$ cat src/design/io_decode_pkg.sv
// shared constants and option types for the host i/o decoder
package io_decode_pkg;

  localparam int ADDR_W = 16;
  localparam int IRQ_W  = 16;

  // chip select window bases
  localparam logic [ADDR_W-1:0] CS_BASE_110 = 16'h0110;
  localparam logic [ADDR_W-1:0] CS_BASE_220 = 16'h0220;
  localparam logic [ADDR_W-1:0] CS_BASE_340 = 16'h0340;

  // legacy port bases
  localparam logic [ADDR_W-1:0] COM_BASE_3F8 = 16'h03f8;
  localparam logic [ADDR_W-1:0] COM_BASE_2F8 = 16'h02f8;
  localparam logic [ADDR_W-1:0] COM_BASE_3E8 = 16'h03e8;
  localparam logic [ADDR_W-1:0] COM_BASE_2E8 = 16'h02e8;
  localparam logic [ADDR_W-1:0] LPT_BASE_378 = 16'h0378;
  localparam logic [ADDR_W-1:0] LPT_BASE_278 = 16'h0278;
  localparam logic [ADDR_W-1:0] LPT_BASE_3BC = 16'h03bc;
  localparam logic [ADDR_W-1:0] EXT_CFG_BASE = 16'h0370;

  // window sizes as log2 of the byte count
  localparam logic [1:0] COM_SPAN_LOG2    = 2'h3;
  localparam logic [1:0] LPT_SPAN_LOG2    = 2'h3;
  localparam logic [1:0] LPT_3BC_LOG2     = 2'h2;
  localparam logic [1:0] EXT_CFG_LOG2     = 2'h1;

  // interrupt line numbers
  localparam logic [3:0] IRQ_3  = 4'h3;
  localparam logic [3:0] IRQ_4  = 4'h4;
  localparam logic [3:0] IRQ_5  = 4'h5;
  localparam logic [3:0] IRQ_7  = 4'h7;
  localparam logic [3:0] IRQ_9  = 4'h9;
  localparam logic [3:0] IRQ_10 = 4'ha;
  localparam logic [3:0] IRQ_11 = 4'hb;

  typedef enum logic [1:0] {CS_DIS, CS_110, CS_220, CS_340} cs_base_t;
  typedef enum logic [1:0] {CS_SIZE_1, CS_SIZE_2, CS_SIZE_4, CS_SIZE_8} cs_size_t;
  typedef enum logic [2:0] {COM_DIS, COM_3F8_4, COM_2F8_3, COM_3E8_4, COM_2E8_3} com_sel_t;
  typedef enum logic [1:0] {LPT_DIS, LPT_378, LPT_278, LPT_3BC} lpt_base_t;
  typedef enum logic [2:0] {LPT_COMPAT, LPT_BIDIR, LPT_EPP17, LPT_EPP19, LPT_ECP} lpt_mode_t;
  typedef enum logic [2:0] {LPT_IRQ_DIS, LPT_IRQ5, LPT_IRQ7, LPT_IRQ9, LPT_IRQ10, LPT_IRQ11} lpt_irq_t;

  // reset defaults of the option registers
  localparam cs_base_t  CS_BASE_RST  = CS_DIS;
  localparam cs_size_t  CS_SIZE_RST  = CS_SIZE_1;
  localparam com_sel_t  COM1_RST     = COM_3F8_4;
  localparam com_sel_t  COM2_RST     = COM_2F8_3;
  localparam lpt_base_t LPT_BASE_RST = LPT_DIS;
  localparam lpt_mode_t LPT_MODE_RST = LPT_COMPAT;
  localparam lpt_irq_t  LPT_IRQ_RST  = LPT_IRQ_DIS;

endpackage : io_decode_pkg

$ cat src/design/io_window_match.sv
// address window comparator: base plus power of two span
`timescale 1ns/100ps
module io_window_match (
  // window
  input  wire logic                              en_i,
  input  wire logic [io_decode_pkg::ADDR_W-1:0] base_i,
  input  wire logic [1:0]                        span_log2_i,
  // address under test
  input  wire logic [io_decode_pkg::ADDR_W-1:0] addr_i,
  output logic                                   hit_o
);
  import io_decode_pkg::*;

  logic [ADDR_W-1:0] mask;

  // only the byte-select bits inside the window are ignored
  always_comb begin
    mask  = {ADDR_W{1'b1}} << span_log2_i;
    hit_o = en_i && (((addr_i ^ base_i) & mask) == '0);
  end

endmodule : io_window_match

$ cat src/design/io_decode.sv
// host i/o chip select, legacy port decode, irq and dma request steering
`timescale 1ns/100ps
// Functional notes
// - chip select base 110/220/340, default disabled
// - chip select window of 1,2,4,8 bytes
// - assert chip select on cycles inside window
// - serial 1 at 3F8/3E8 irq4, 2F8/2E8 irq3
// - serial 2 same choices, default 2F8 irq3
// - floppy and parallel port never share pins
// - parallel at 378/278/3BC, needs floppy disabled
// - parallel mode compatible, bidir, epp17, epp19, ecp
// - parallel irq 5,7,9,10,11 or disabled
// - dma request to on-board controller or bridge
module io_decode (
  // clock and reset
  input  wire logic                              clk_i,
  input  wire logic                              rst_n_i,
  // host i/o cycle
  input  wire logic                              io_cycle_i,
  input  wire logic [io_decode_pkg::ADDR_W-1:0] io_addr_i,
  // options
  input  wire io_decode_pkg::cs_base_t           cs_base_i,
  input  wire io_decode_pkg::cs_size_t           cs_size_i,
  input  wire io_decode_pkg::com_sel_t           com1_sel_i,
  input  wire io_decode_pkg::com_sel_t           com2_sel_i,
  input  wire io_decode_pkg::lpt_base_t          lpt_base_i,
  input  wire io_decode_pkg::lpt_mode_t          lpt_mode_i,
  input  wire io_decode_pkg::lpt_irq_t           lpt_irq_i,
  input  wire logic                              floppy_en_i,
  input  wire logic                              dma_to_bridge_i,
  // interrupt and dma sources
  input  wire logic                              com1_irq_i,
  input  wire logic                              com2_irq_i,
  input  wire logic                              lpt_irq_req_i,
  input  wire logic                              dma_request_line_i,
  // selects
  output logic                                   general_purpose_chip_select_o,
  output logic                                   com1_sel_o,
  output logic                                   com2_sel_o,
  output logic                                   lpt_sel_o,
  output logic                                   ext_cfg_sel_o,
  // routing
  output logic [io_decode_pkg::IRQ_W-1:0]       irq_o,
  output logic                                   sio_dma_request_line_o,
  output logic                                   isa_dma_request_line_o,
  output logic                                   floppy_pins_own_o,
  output logic                                   lpt_pins_own_o,
  output io_decode_pkg::lpt_mode_t               lpt_mode_o
);
  import io_decode_pkg::*;

  typedef struct packed {
    cs_base_t          cs_base;
    cs_size_t          cs_size;
    com_sel_t          com1;
    com_sel_t          com2;
    lpt_base_t         lpt_base;
    lpt_mode_t         lpt_mode;
    lpt_irq_t          lpt_irq;
    logic              floppy_en;
    logic              dma_to_bridge;
    logic              gp_cs;
    logic              com1_hit;
    logic              com2_hit;
    logic              lpt_hit;
    logic              ext_hit;
    logic [IRQ_W-1:0]  irq;
    logic              dma_sio;
    logic              dma_isa;
  } state_t;

  localparam state_t STATE_RST = '{
    cs_base: CS_BASE_RST, cs_size: CS_SIZE_RST, com1: COM1_RST, com2: COM2_RST,
    lpt_base: LPT_BASE_RST, lpt_mode: LPT_MODE_RST, lpt_irq: LPT_IRQ_RST,
    floppy_en: 1'b1, dma_to_bridge: 1'b0, gp_cs: 1'b0, com1_hit: 1'b0,
    com2_hit: 1'b0, lpt_hit: 1'b0, ext_hit: 1'b0, irq: '0, dma_sio: 1'b0,
    dma_isa: 1'b0};

  ////////////////////////////////////////////////////////////////////////////
  // decode helpers

  function automatic logic [ADDR_W-1:0] com_base(input com_sel_t sel);
    unique case (sel)
      COM_3F8_4: com_base = COM_BASE_3F8;
      COM_2F8_3: com_base = COM_BASE_2F8;
      COM_3E8_4: com_base = COM_BASE_3E8;
      COM_2E8_3: com_base = COM_BASE_2E8;
      default:   com_base = '0;
    endcase
  endfunction : com_base
  function automatic logic [IRQ_W-1:0] com_irq(input com_sel_t sel, input logic req);
    logic [3:0] num;
    num = IRQ_3;
    unique case (sel)
      COM_3F8_4, COM_3E8_4: num = IRQ_4;
      COM_2F8_3, COM_2E8_3: num = IRQ_3;
      default:              num = IRQ_3;
    endcase
    com_irq = (req && sel != COM_DIS) ? (IRQ_W'(1) << num) : '0;
  endfunction : com_irq
  function automatic logic [ADDR_W-1:0] cs_base_addr(input cs_base_t sel);
    unique case (sel)
      CS_110:  cs_base_addr = CS_BASE_110;
      CS_220:  cs_base_addr = CS_BASE_220;
      CS_340:  cs_base_addr = CS_BASE_340;
      default: cs_base_addr = '0;
    endcase
  endfunction : cs_base_addr

  ////////////////////////////////////////////////////////////////////////////
  // reset release

  logic [1:0] rst_pipe_reg;
  logic       rst_sync_n;

  always_ff @(posedge clk_i or negedge rst_n_i) begin
    if (!rst_n_i) begin
      rst_pipe_reg <= 2'h0;
    end else begin
      rst_pipe_reg <= {rst_pipe_reg[0], 1'b1};
    end
  end
  assign rst_sync_n = rst_pipe_reg[1];

  ////////////////////////////////////////////////////////////////////////////
  // window comparators

  state_t            state_reg;
  state_t            state_next;
  logic              lpt_active;
  logic [ADDR_W-1:0] lpt_base_addr;
  logic [1:0]        lpt_span;
  logic              cs_hit;
  logic              com1_hit;
  logic              com2_hit;
  logic              lpt_hit;
  logic              ext_hit;
  // parallel port pins are only handed over once the floppy lets go
  assign lpt_active = (state_reg.lpt_base != LPT_DIS) && !state_reg.floppy_en;
  always_comb begin
    lpt_base_addr = LPT_BASE_378;
    lpt_span      = LPT_SPAN_LOG2;
    unique case (state_reg.lpt_base)
      LPT_278: lpt_base_addr = LPT_BASE_278;
      LPT_3BC: begin
        lpt_base_addr = LPT_BASE_3BC;
        lpt_span      = LPT_3BC_LOG2;
      end
      default: lpt_base_addr = LPT_BASE_378;
    endcase
  end

  io_window_match u_cs_win (
    .en_i        (state_reg.cs_base != CS_DIS),
    .base_i      (cs_base_addr(state_reg.cs_base)),
    .span_log2_i (state_reg.cs_size),
    .addr_i      (io_addr_i),
    .hit_o       (cs_hit)
  );
  io_window_match u_com1_win (
    .en_i        (state_reg.com1 != COM_DIS),
    .base_i      (com_base(state_reg.com1)),
    .span_log2_i (COM_SPAN_LOG2),
    .addr_i      (io_addr_i),
    .hit_o       (com1_hit)
  );
  io_window_match u_com2_win (
    .en_i        (state_reg.com2 != COM_DIS),
    .base_i      (com_base(state_reg.com2)),
    .span_log2_i (COM_SPAN_LOG2),
    .addr_i      (io_addr_i),
    .hit_o       (com2_hit)
  );
  io_window_match u_lpt_win (
    .en_i        (lpt_active),
    .base_i      (lpt_base_addr),
    .span_log2_i (lpt_span),
    .addr_i      (io_addr_i),
    .hit_o       (lpt_hit)
  );
  // external controller answers its config pair at 370/371
  io_window_match u_ext_win (
    .en_i        (1'b1),
    .base_i      (EXT_CFG_BASE),
    .span_log2_i (EXT_CFG_LOG2),
    .addr_i      (io_addr_i),
    .hit_o       (ext_hit)
  );

  ////////////////////////////////////////////////////////////////////////////
  // next state

  always_comb begin
    logic [3:0] lpt_num;
    lpt_num                  = IRQ_5;
    state_next               = state_reg;
    state_next.cs_base       = cs_base_i;
    state_next.cs_size       = cs_size_i;
    state_next.com1          = com1_sel_i;
    state_next.com2          = com2_sel_i;
    state_next.lpt_base      = lpt_base_i;
    state_next.lpt_mode      = lpt_mode_i;
    state_next.lpt_irq       = lpt_irq_i;
    state_next.floppy_en     = floppy_en_i;
    state_next.dma_to_bridge = dma_to_bridge_i;
    state_next.gp_cs         = io_cycle_i && cs_hit;
    state_next.com1_hit      = io_cycle_i && com1_hit;
    state_next.com2_hit      = io_cycle_i && com2_hit;
    state_next.lpt_hit       = io_cycle_i && lpt_hit;
    state_next.ext_hit       = io_cycle_i && ext_hit;
    unique case (state_reg.lpt_irq)
      LPT_IRQ7:  lpt_num = IRQ_7;
      LPT_IRQ9:  lpt_num = IRQ_9;
      LPT_IRQ10: lpt_num = IRQ_10;
      LPT_IRQ11: lpt_num = IRQ_11;
      default:   lpt_num = IRQ_5;
    endcase
    state_next.irq = com_irq(state_reg.com1, com1_irq_i) | com_irq(state_reg.com2, com2_irq_i);
    if (lpt_active && lpt_irq_req_i && state_reg.lpt_irq != LPT_IRQ_DIS) begin
      state_next.irq = state_next.irq | (IRQ_W'(1) << lpt_num);
    end
    // isa side dma only sees requests when the bridge is chosen
    state_next.dma_isa = dma_request_line_i && state_reg.dma_to_bridge;
    state_next.dma_sio = dma_request_line_i && !state_reg.dma_to_bridge;
  end

  always_ff @(posedge clk_i or negedge rst_sync_n) begin
    if (!rst_sync_n) begin
      state_reg <= STATE_RST;
    end else begin
      state_reg <= state_next;
    end
  end

  assign general_purpose_chip_select_o = state_reg.gp_cs;
  assign com1_sel_o                    = state_reg.com1_hit;
  assign com2_sel_o                    = state_reg.com2_hit;
  assign lpt_sel_o                     = state_reg.lpt_hit;
  assign ext_cfg_sel_o                 = state_reg.ext_hit;
  assign irq_o                         = state_reg.irq;
  assign sio_dma_request_line_o        = state_reg.dma_sio;
  assign isa_dma_request_line_o        = state_reg.dma_isa;
  assign floppy_pins_own_o             = state_reg.floppy_en;
  assign lpt_pins_own_o                = lpt_active;
  assign lpt_mode_o                    = state_reg.lpt_mode;

  ////////////////////////////////////////////////////////////////////////////
  // checks

  logic [ADDR_W:0] cs_lo;
  logic [ADDR_W:0] cs_hi;
  logic            cs_in_win;

  always_comb begin
    cs_lo     = {1'b0, cs_base_addr(state_reg.cs_base)};
    cs_hi     = cs_lo + ((ADDR_W+1)'(1) << state_reg.cs_size);
    cs_in_win = ({1'b0, io_addr_i} >= cs_lo) && ({1'b0, io_addr_i} < cs_hi);
  end

  a_cs_disabled_idle: assert property (@(posedge clk_i) disable iff (!rst_sync_n)
    state_reg.cs_base == CS_DIS |=> !general_purpose_chip_select_o)
    else $error("chip select while disabled");
  a_cs_window_hit: assert property (@(posedge clk_i) disable iff (!rst_sync_n)
    io_cycle_i && state_reg.cs_base != CS_DIS && cs_in_win |=> general_purpose_chip_select_o)
    else $error("chip select missed inside window");
  a_cs_outside_quiet: assert property (@(posedge clk_i) disable iff (!rst_sync_n)
    !(io_cycle_i && cs_in_win) |=> !general_purpose_chip_select_o)
    else $error("chip select outside window");
  a_com1_irq_route: assert property (@(posedge clk_i) disable iff (!rst_sync_n)
    state_reg.com1 == COM_3E8_4 && com1_irq_i |=> irq_o[IRQ_4])
    else $error("serial 1 irq not on line 4");
  a_com2_irq_route: assert property (@(posedge clk_i) disable iff (!rst_sync_n)
    state_reg.com2 == COM_2F8_3 && com2_irq_i |=> irq_o[IRQ_3])
    else $error("serial 2 irq not on line 3");
  a_pins_exclusive: assert property (@(posedge clk_i) disable iff (!rst_sync_n)
    !(floppy_pins_own_o && lpt_pins_own_o))
    else $error("floppy and parallel share pins");
  a_lpt_floppy_off: assert property (@(posedge clk_i) disable iff (!rst_sync_n)
    state_reg.floppy_en |=> !lpt_sel_o)
    else $error("parallel decoded with floppy on");
  a_lpt_mode_follow: assert property (@(posedge clk_i) disable iff (!rst_sync_n)
    lpt_mode_i == LPT_ECP ##1 lpt_mode_i == LPT_ECP |-> lpt_mode_o == LPT_ECP ##1 lpt_mode_o == LPT_ECP)
    else $error("parallel mode not applied");
  a_lpt_irq_route: assert property (@(posedge clk_i) disable iff (!rst_sync_n)
    lpt_active && state_reg.lpt_irq == LPT_IRQ9 && lpt_irq_req_i |=> irq_o[IRQ_9])
    else $error("parallel irq not on line 9");
  a_dma_steer: assert property (@(posedge clk_i) disable iff (!rst_sync_n)
    dma_request_line_i && !state_reg.dma_to_bridge |=> sio_dma_request_line_o && !isa_dma_request_line_o)
    else $error("dma request misrouted");
  a_ext_cfg_pair: assert property (@(posedge clk_i) disable iff (!rst_sync_n)
    io_cycle_i && (io_addr_i == EXT_CFG_BASE || io_addr_i == (EXT_CFG_BASE | 16'h0001)) |=> ext_cfg_sel_o)
    else $error("config port not decoded");

endmodule : io_decode

$ cat config.mk
export PLATFORM = sky130hd
export DESIGN_NAME = io_decode
export DESIGN_NICKNAME = d
export VERILOG_FILES = /design/src/design/io_decode_pkg.sv /design/src/design/io_window_match.sv /design/src/design/io_decode.sv
export SDC_FILE = /design/constraint.sdc
export NUM_CORES = 1
export LEC_CHECK = 0
export ABC_AREA = 1
export BUFFER_PORTS_ARGS = -buffer_cell sky130_fd_sc_hd__buf_2
export CAP_MARGIN = 15
export CORE_ASPECT_RATIO = 0.8
export CORE_MARGIN = 4
export CORE_UTILIZATION = 43
export DETAILED_ROUTE_END_ITERATION = 8
export PLACE_DENSITY = 0.74
export REMOVE_ABC_BUFFERS = 1
export SYNTH_ARGS = -nofsm -noshare
export SYNTH_HDL_FRONTEND = slang
export SYNTH_SLANG_ARGS = --single-unit
$ cat constraint.sdc
create_clock -name clk_i -period 1.6 [get_ports clk_i]
set_clock_uncertainty 0.15 [all_clocks]
set_input_delay 0.16 -clock clk_i [delete_from_list [all_inputs] [get_ports clk_i]]
set_output_delay 0.16 -clock clk_i [all_outputs]
set_load 0.05 [all_outputs]
==> results of run 1 <==
power breakdown:
part / internal, uW / leakage [uW] / switching (uW)
registers: 1190 / 0.000546 / 20.8
clock network: 310 / 0.0000445 / 369
logic: 132 / 0.000773 / 230
total: 1630 / 0.00136 / 619
final cells by class:
| type | instances | area, um2 | share of cell area |
|---|---|---|---|
| flip-flops and latches | 45 | 1131 | 0.4491 |
| clock buffers | 5 | 68.82 | 0.02732 |
| well taps | 57 | 71.32 | 0.02832 |
| inverters | 30 | 112.6 | 0.04471 |
| repair buffers | 96 | 605.6 | 0.2404 |
| clock inverters | 3 | 21.27 | 0.008445 |
| multi-input cells | 110 | 508.0 | 0.2017 |
cells by family after synthesis:
group,Yosys count,share of synthesized area
AO/OA/AOI/OAI,14,0.04287
XOR/XNOR,2,0.009379
buffers and inverters,50,0.1393
flip-flops,45,0.6048
other,2,0.004020
AND/OR/NAND/NOR,84,0.1996
timing repair:
action / in CTS / in global routing
gates resized for setup: 0 / 0
endpoints found under the hold margin: 26 / 0
hold buffers: 24 / 0
worst min-delay path by stage:
| stage | start | to | slack [ns] |
|---|---|---|---|
| final | io_addr_i[11] | ext_cfg_sel_o | 0.007 |
| after global routing | io_addr_i[11] | ext_cfg_sel_o | 0.02 |
| after CTS | io_addr_i[11] | ext_cfg_sel_o | 0.00003 |
| after detailed placement | rst_n_i | rst_pipe_reg[0] | -0.20 |
| after global placement | rst_n_i | rst_pipe_reg[0] | -0.20 |
| after floorplan | rst_n_i | rst_pipe_reg[0] | -0.29 |
layout by cell type, fill, tap and decap left out, types with 2 or more instances in the layout:
cell type	n
buf_2	70
dfrtp_1	41
nand2_1	34
dlygate4sd3_1	24
inv_1	23
nor2_1	19
nand3_1	17
conb_1	10
inv_2	7
o21ai_0	7
nor3_1	5
clkbuf_8	5
nor2_2	4
dfstp_2	3
xor2_1	2
nor3_2	2
o21ai_1	2
nand4_1	2
buf_4	2
metrics by stage:
stage / cells / setup WS (ns) / total power (uW) / cell area, um2 / hold slack, ns
after detailed placement: 314 / 0.3485 / 1552 / 2188 / -0.2031
final: 346 / 0.1550 / 2249 / 2519 / 0.006959
after global placement: 314 / 0.3845 / 1548 / 2188 / -0.2035
after global routing: 346 / 0.03440 / 2392 / 2519 / 0.01781
after CTS: 346 / 0.1141 / 2289 / 2519 / 0.00002898
after floorplan: 185 / 0.003186 / 1430 / 1750 / -0.2856
layer usage:
| metal | routed length [um] | global-route usage |
|---|---|---|
| met3 | 224 | 0.04459 |
| met2 | 1726 | 0.2500 |
| met4 | 18 | 0.03112 |
| met5 | 0 | 0 |
| met1 | 1648 | 0.1728 |
worst max-delay path, stage by stage (launching register included):
cell,delay [ns]
dfrtp_1,0.38
nor2_1,0.06
nor2_2,0.12
buf_2,0.29
==> metrics.yaml, run 1 <==
setup_path:
  critical_path_arrival_ns: 1.13
  r2r_slack_ns: 0.34
  r2r_start: "state_reg[36]"
  startpoint: "state_reg[31]"
  critPathCaptureType: "primary output"
  rr_endpoint: "com1_sel_o"
  critical_path.max_fanout: 3
  startpoint_type: "register"
  rr_worst_depth: 5
  endpoint: "lpt_pins_own_o"
  required_ns: 1.29
  crit_type: "register to primary output"
synthesis:
  ys.warnings.count: 0
  yosysMostFrequentCell: "dfrtp_1"
  async_flop_share: 1.000
  synth_sequential_area_ratio: 0.6048
  synth_area_um2: 1868
  synth_seq_cells: 45
  syn_area_per_cell_um2: 9.482
  syn_inst: 197
  synth_top_area_frac: 0.5626
  synthTopCellsByCount: "42 x dfrtp_1, 34 x nand2_1, 23 x inv_1"
  synth_edf_count: 0
  synth_area_leaders: "dfrtp_1 56%, buf_4 7.6%, nand2_1 6.8%"
  ys_types: 23
  yosys.area.top_type: "dfrtp_1"
  ys.flop_type: "dfrtp_1"
global_route:
  grt_pass1_vias: 1377
  grt_start_max_net_pins: 25
  grt_pass1_wl_mm: 5.947
  grtUsageTotal: 0.1431
  overflow: 0
  antenna_found_initial: 0
run:
  drv_cap: 0
route:
  num_vias: 1467
  viasPerCell: 4.240
  detail_route.wirelength_mm: 3.619
  wl_per_cell_um: 10.46
  drt_iter0_drc: 79
  firstDrtPassIters: 4
  drtAntennaViolNets: 0
  post-route-drc-count: 0
floorplanning:
  start_util: 0.4471
  num_rows: 21
  die_area_um2: 5469
  core_um2: 4178
  die_x_um: 81.69
  die_height_um: 66.95
  boundaryPins: 71
finish:
  layout.nets: 331
  final_layout_size_suffix_gt1_frac: 0.3356
  final_core_util: 0.6029
  antenna_cells: 0
  num-fill-cells: 375
  area_delta_synth_final_pct: 34.83
placement:
  gp_congestion: 0.7882
  dpl.hpwl_mm: 2.828
  place.port_buffers: 70
sta:
  finalSetupTns_ns: 0
  fin_crit_sh: 0.9031
  rsz0062_at_grt: "false"
  fin_crit_ns: 1.445
  fmax_ghz: 0.6921
  hold_viol: 0
  drv_slew: 0
  report.final.setup_viol: 0
clock_network:
  cts_root_buf: "clkbuf_8"
  cts_buffer_depth: 2
  numCtsBuffers: 5
  cts_setup_buffers: 0
  cts_tree: "yes"
  clkTransAtPathRegs_ns: 0.09
  clock-sinks: 45
  clock_latency_ns: 0.28
  h-tree-depth: 2
worst_hold_path:
  whs_path_depth: 4
  hp-class: "input pin to register"
outcome:
  outcome: "finished clean"
power_and_ir_drop:
  peakVddDrop_mv: 0.4638
  powerDensity_nw_per_um2: 893.1
  leakagePower_uw: 0.001364
Note: power is estimated with default switching activity, not from simulation.
==> run 2, diff against run 1 <==
--- a/config.mk
+++ b/config.mk
@@ -9,7 +9,6 @@
 export BUFFER_PORTS_ARGS = -buffer_cell sky130_fd_sc_hd__buf_2
 export CAP_MARGIN = 15
 export CORE_ASPECT_RATIO = 0.8
-export CORE_MARGIN = 4
 export CORE_UTILIZATION = 43
 export DETAILED_ROUTE_END_ITERATION = 8
 export PLACE_DENSITY = 0.74
==> constraint.sdc (replaced) <==
create_clock -name clk_i -period 1.2 [get_ports clk_i]
set_clock_uncertainty 0.15 [all_clocks]
set_input_delay 0.12 -clock clk_i [delete_from_list [all_inputs] [get_ports clk_i]]
set_output_delay 0.12 -clock clk_i [all_outputs]
set_load 0.05 [all_outputs]
==> metrics.yaml, run 2 (same netlist as run 1, synthesis figures left out) <==
outcome:
  outcome: "finished, violations left"
  violations: "negative hold slack, negative setup slack"
clock_network:
  numCtsBuffers: 5  # unchanged
  cts_root_buf: "clkbuf_8"
  clkTransAtPathRegs_ns: 0.09  # about the same
  cts_buffer_depth: 2  # unchanged
  h-tree-depth: 2  # unchanged
  clock-sinks: 45  # unchanged
  clock_latency_ns: 0.29  # about the same
  cts_tree: "yes"
worst_hold_path:
  hp-class: "input pin to register"
  hp-start: "io_addr_i[10]"
global_route:
  grt_start_max_net_pins: 28  # +12%
  grtUsageTotal: 0.1814  # +0.03826
  overflow: 0  # unchanged
  antenna_found_initial: 0  # unchanged
  grt_pass1_wl_mm: 5.913  # -0.57%
  grt_pass1_vias: 1374  # -0.22%
placement:
  dpl.hpwl_mm: 2.647  # -6.4%
  gp_congestion: 0.7938  # +0.71%
  place.port_buffers: 70  # unchanged
  pre_cts_slack_ns: -0.05379  # -0.4022 ns
setup_path:
  crit_chain: "nor2_2 > buf_6"
  required_ns: 0.93  # -0.36 ns
  slowest_delay_ns: 0.56  # +0.18 ns
  startpoint: "floppy_pins_own_o"
  startpoint_type: "register"
  slowest_stage: "dfstp_2"
  critPathCaptureType: "primary output"
  critical_path.max_fanout: 2  # -1
  crit_type: "register to primary output"
  critical_path_arrival_ns: 1.06  # -0.07 ns
  r2r_start: "state_reg[36]"
  crit_buf_inv: 1  # unchanged
  crit_family: "flip-flops"
sta:
  fin_crit_ns: 1.326
  report.final.setup_viol: 4  # +4
  fmax_ghz: 0.7540
  worst_hold_slack_ns: -0.002027  # -0.008986 ns
  drv_slew: 0  # unchanged
  fin_crit_sh: 1.105
  rsz0062_at_grt: "true"
  fin_ws_ns: -0.1263  # -0.2814 ns
  hold_viol: 1  # +1
  finalSetupTns_ns: -0.2917  # -0.2917 ns
finish:
  area_delta_synth_final_pct: 46.35
  mostFrequentLayoutCells: "58 x buf_2, 41 x dfrtp_1, 33 x nand2_1"
  antenna_cells: 0  # unchanged
  final_layout_size_suffix_gt1_frac: 0.3712  # +0.03560
  regArea_um2: 1131  # unchanged
  final_common_cell: "buf_2"
  num-fill-cells: 346  # -7.7%
  layout.nets: 341  # +3.0%
  multiInputGateArea_um2: 561.8  # +11%
route:
  post-route-drc-count: 0  # unchanged
  detail_route.wirelength_mm: 3.857  # +6.6%
  firstDrtPassIters: 4  # unchanged
  viasPerCell: 4.374  # +3.2%
  num_vias: 1557  # +6.1%
  drtAntennaViolNets: 0  # unchanged
  wl_per_cell_um: 10.83  # +3.6%
  drt_iter0_drc: 93  # +18%
power_and_ir_drop:
  leakagePower_uw: 0.001434  # +5.1%
  powerDensity_nw_per_um2: 1202  # +35%
  peakVddDrop_mv: 0.8309  # +79%
  power_uw: 3287  # +46%
floorplanning:
  start_util: 0.4471  # unchanged
  die_height_um: 60.95  # -9.0%
  core_um2: 4178  # unchanged
  num_rows: 21  # unchanged
  die_x_um: 75.69  # -7.3%
  boundaryPins: 71  # unchanged
  die_area_um2: 4613  # -16%
run:
  drv_cap: 0  # unchanged
[run 2: path summary, 6_finish.rpt]
path | end | cells after the start | slack, ns
worst max-delay path | lpt_pins_own_o | 2 | -0.13
worst min-delay path | ext_cfg_sel_o | 4 | -0.002
worst max register to register | com1_sel_o | 6 | -0.06
worst min register to register | irq_o[0] | 1 | 0.07
max in group asynchronous | rst_pipe_reg[1] | 3 | 0.25
min in group asynchronous | irq_o[0] | 1 | 0.07
[run 2: where the power goes]
group | total [uW] | internal, uW | switching, uW
clock network | 1120 | 623 | 501
logic | 548 | 218 | 331
registers | 1610 | 1580 | 30.3
total | 3290 | 2430 | 861
[run 2: layout make-up]
class	instances	share of cell area
clock buffer	5	0.02517
timing repair buffer	106	0.2714
inverter	30	0.04119
sequential	45	0.4137
clock inverter	3	0.01693
multi-input combinational	110	0.2055
tap	57	0.02609
[run 2: stage by stage]
step	area [um2]	instances	util	hold slack [ns]
after floorplan	1750	185	-	-0.3256
after global placement	2196	315	0.5256	-0.2435
after detailed placement	2196	315	0.5256	-0.2416
after CTS	2673	358	0.6397	0.005966
after global routing	2734	356	0.6544	0.008991
final	2734	356	0.6544	-0.002027
[run 2: what timing repair did]
item / in CTS / in global routing
setup endpoints to repair: 4 / 21
hold buffers: 33 / 1
pin swaps: 1 / 9
resized for setup: 6 / 27
hold endpoints to repair: 32 / 1
buffers inserted: 2 / 0
[run 2: per-layer routing]
layer	wire length, um	share of wire	up-vias	GRT usage
met2	1933	0.50	54	0.3036
li1	-	-	785	-
met5	0	0	-	0
met3	198	0.051	4	0.05316
met1	1693	0.44	714	0.2265
met4	31	0.0080	0	0.06349
[run 2: tightest hold or removal path, cell delays in order]
cell and delay (ns):
buf_2 0.10, inv_1 0.05, nand3_1 0.07, nor4_1 0.05
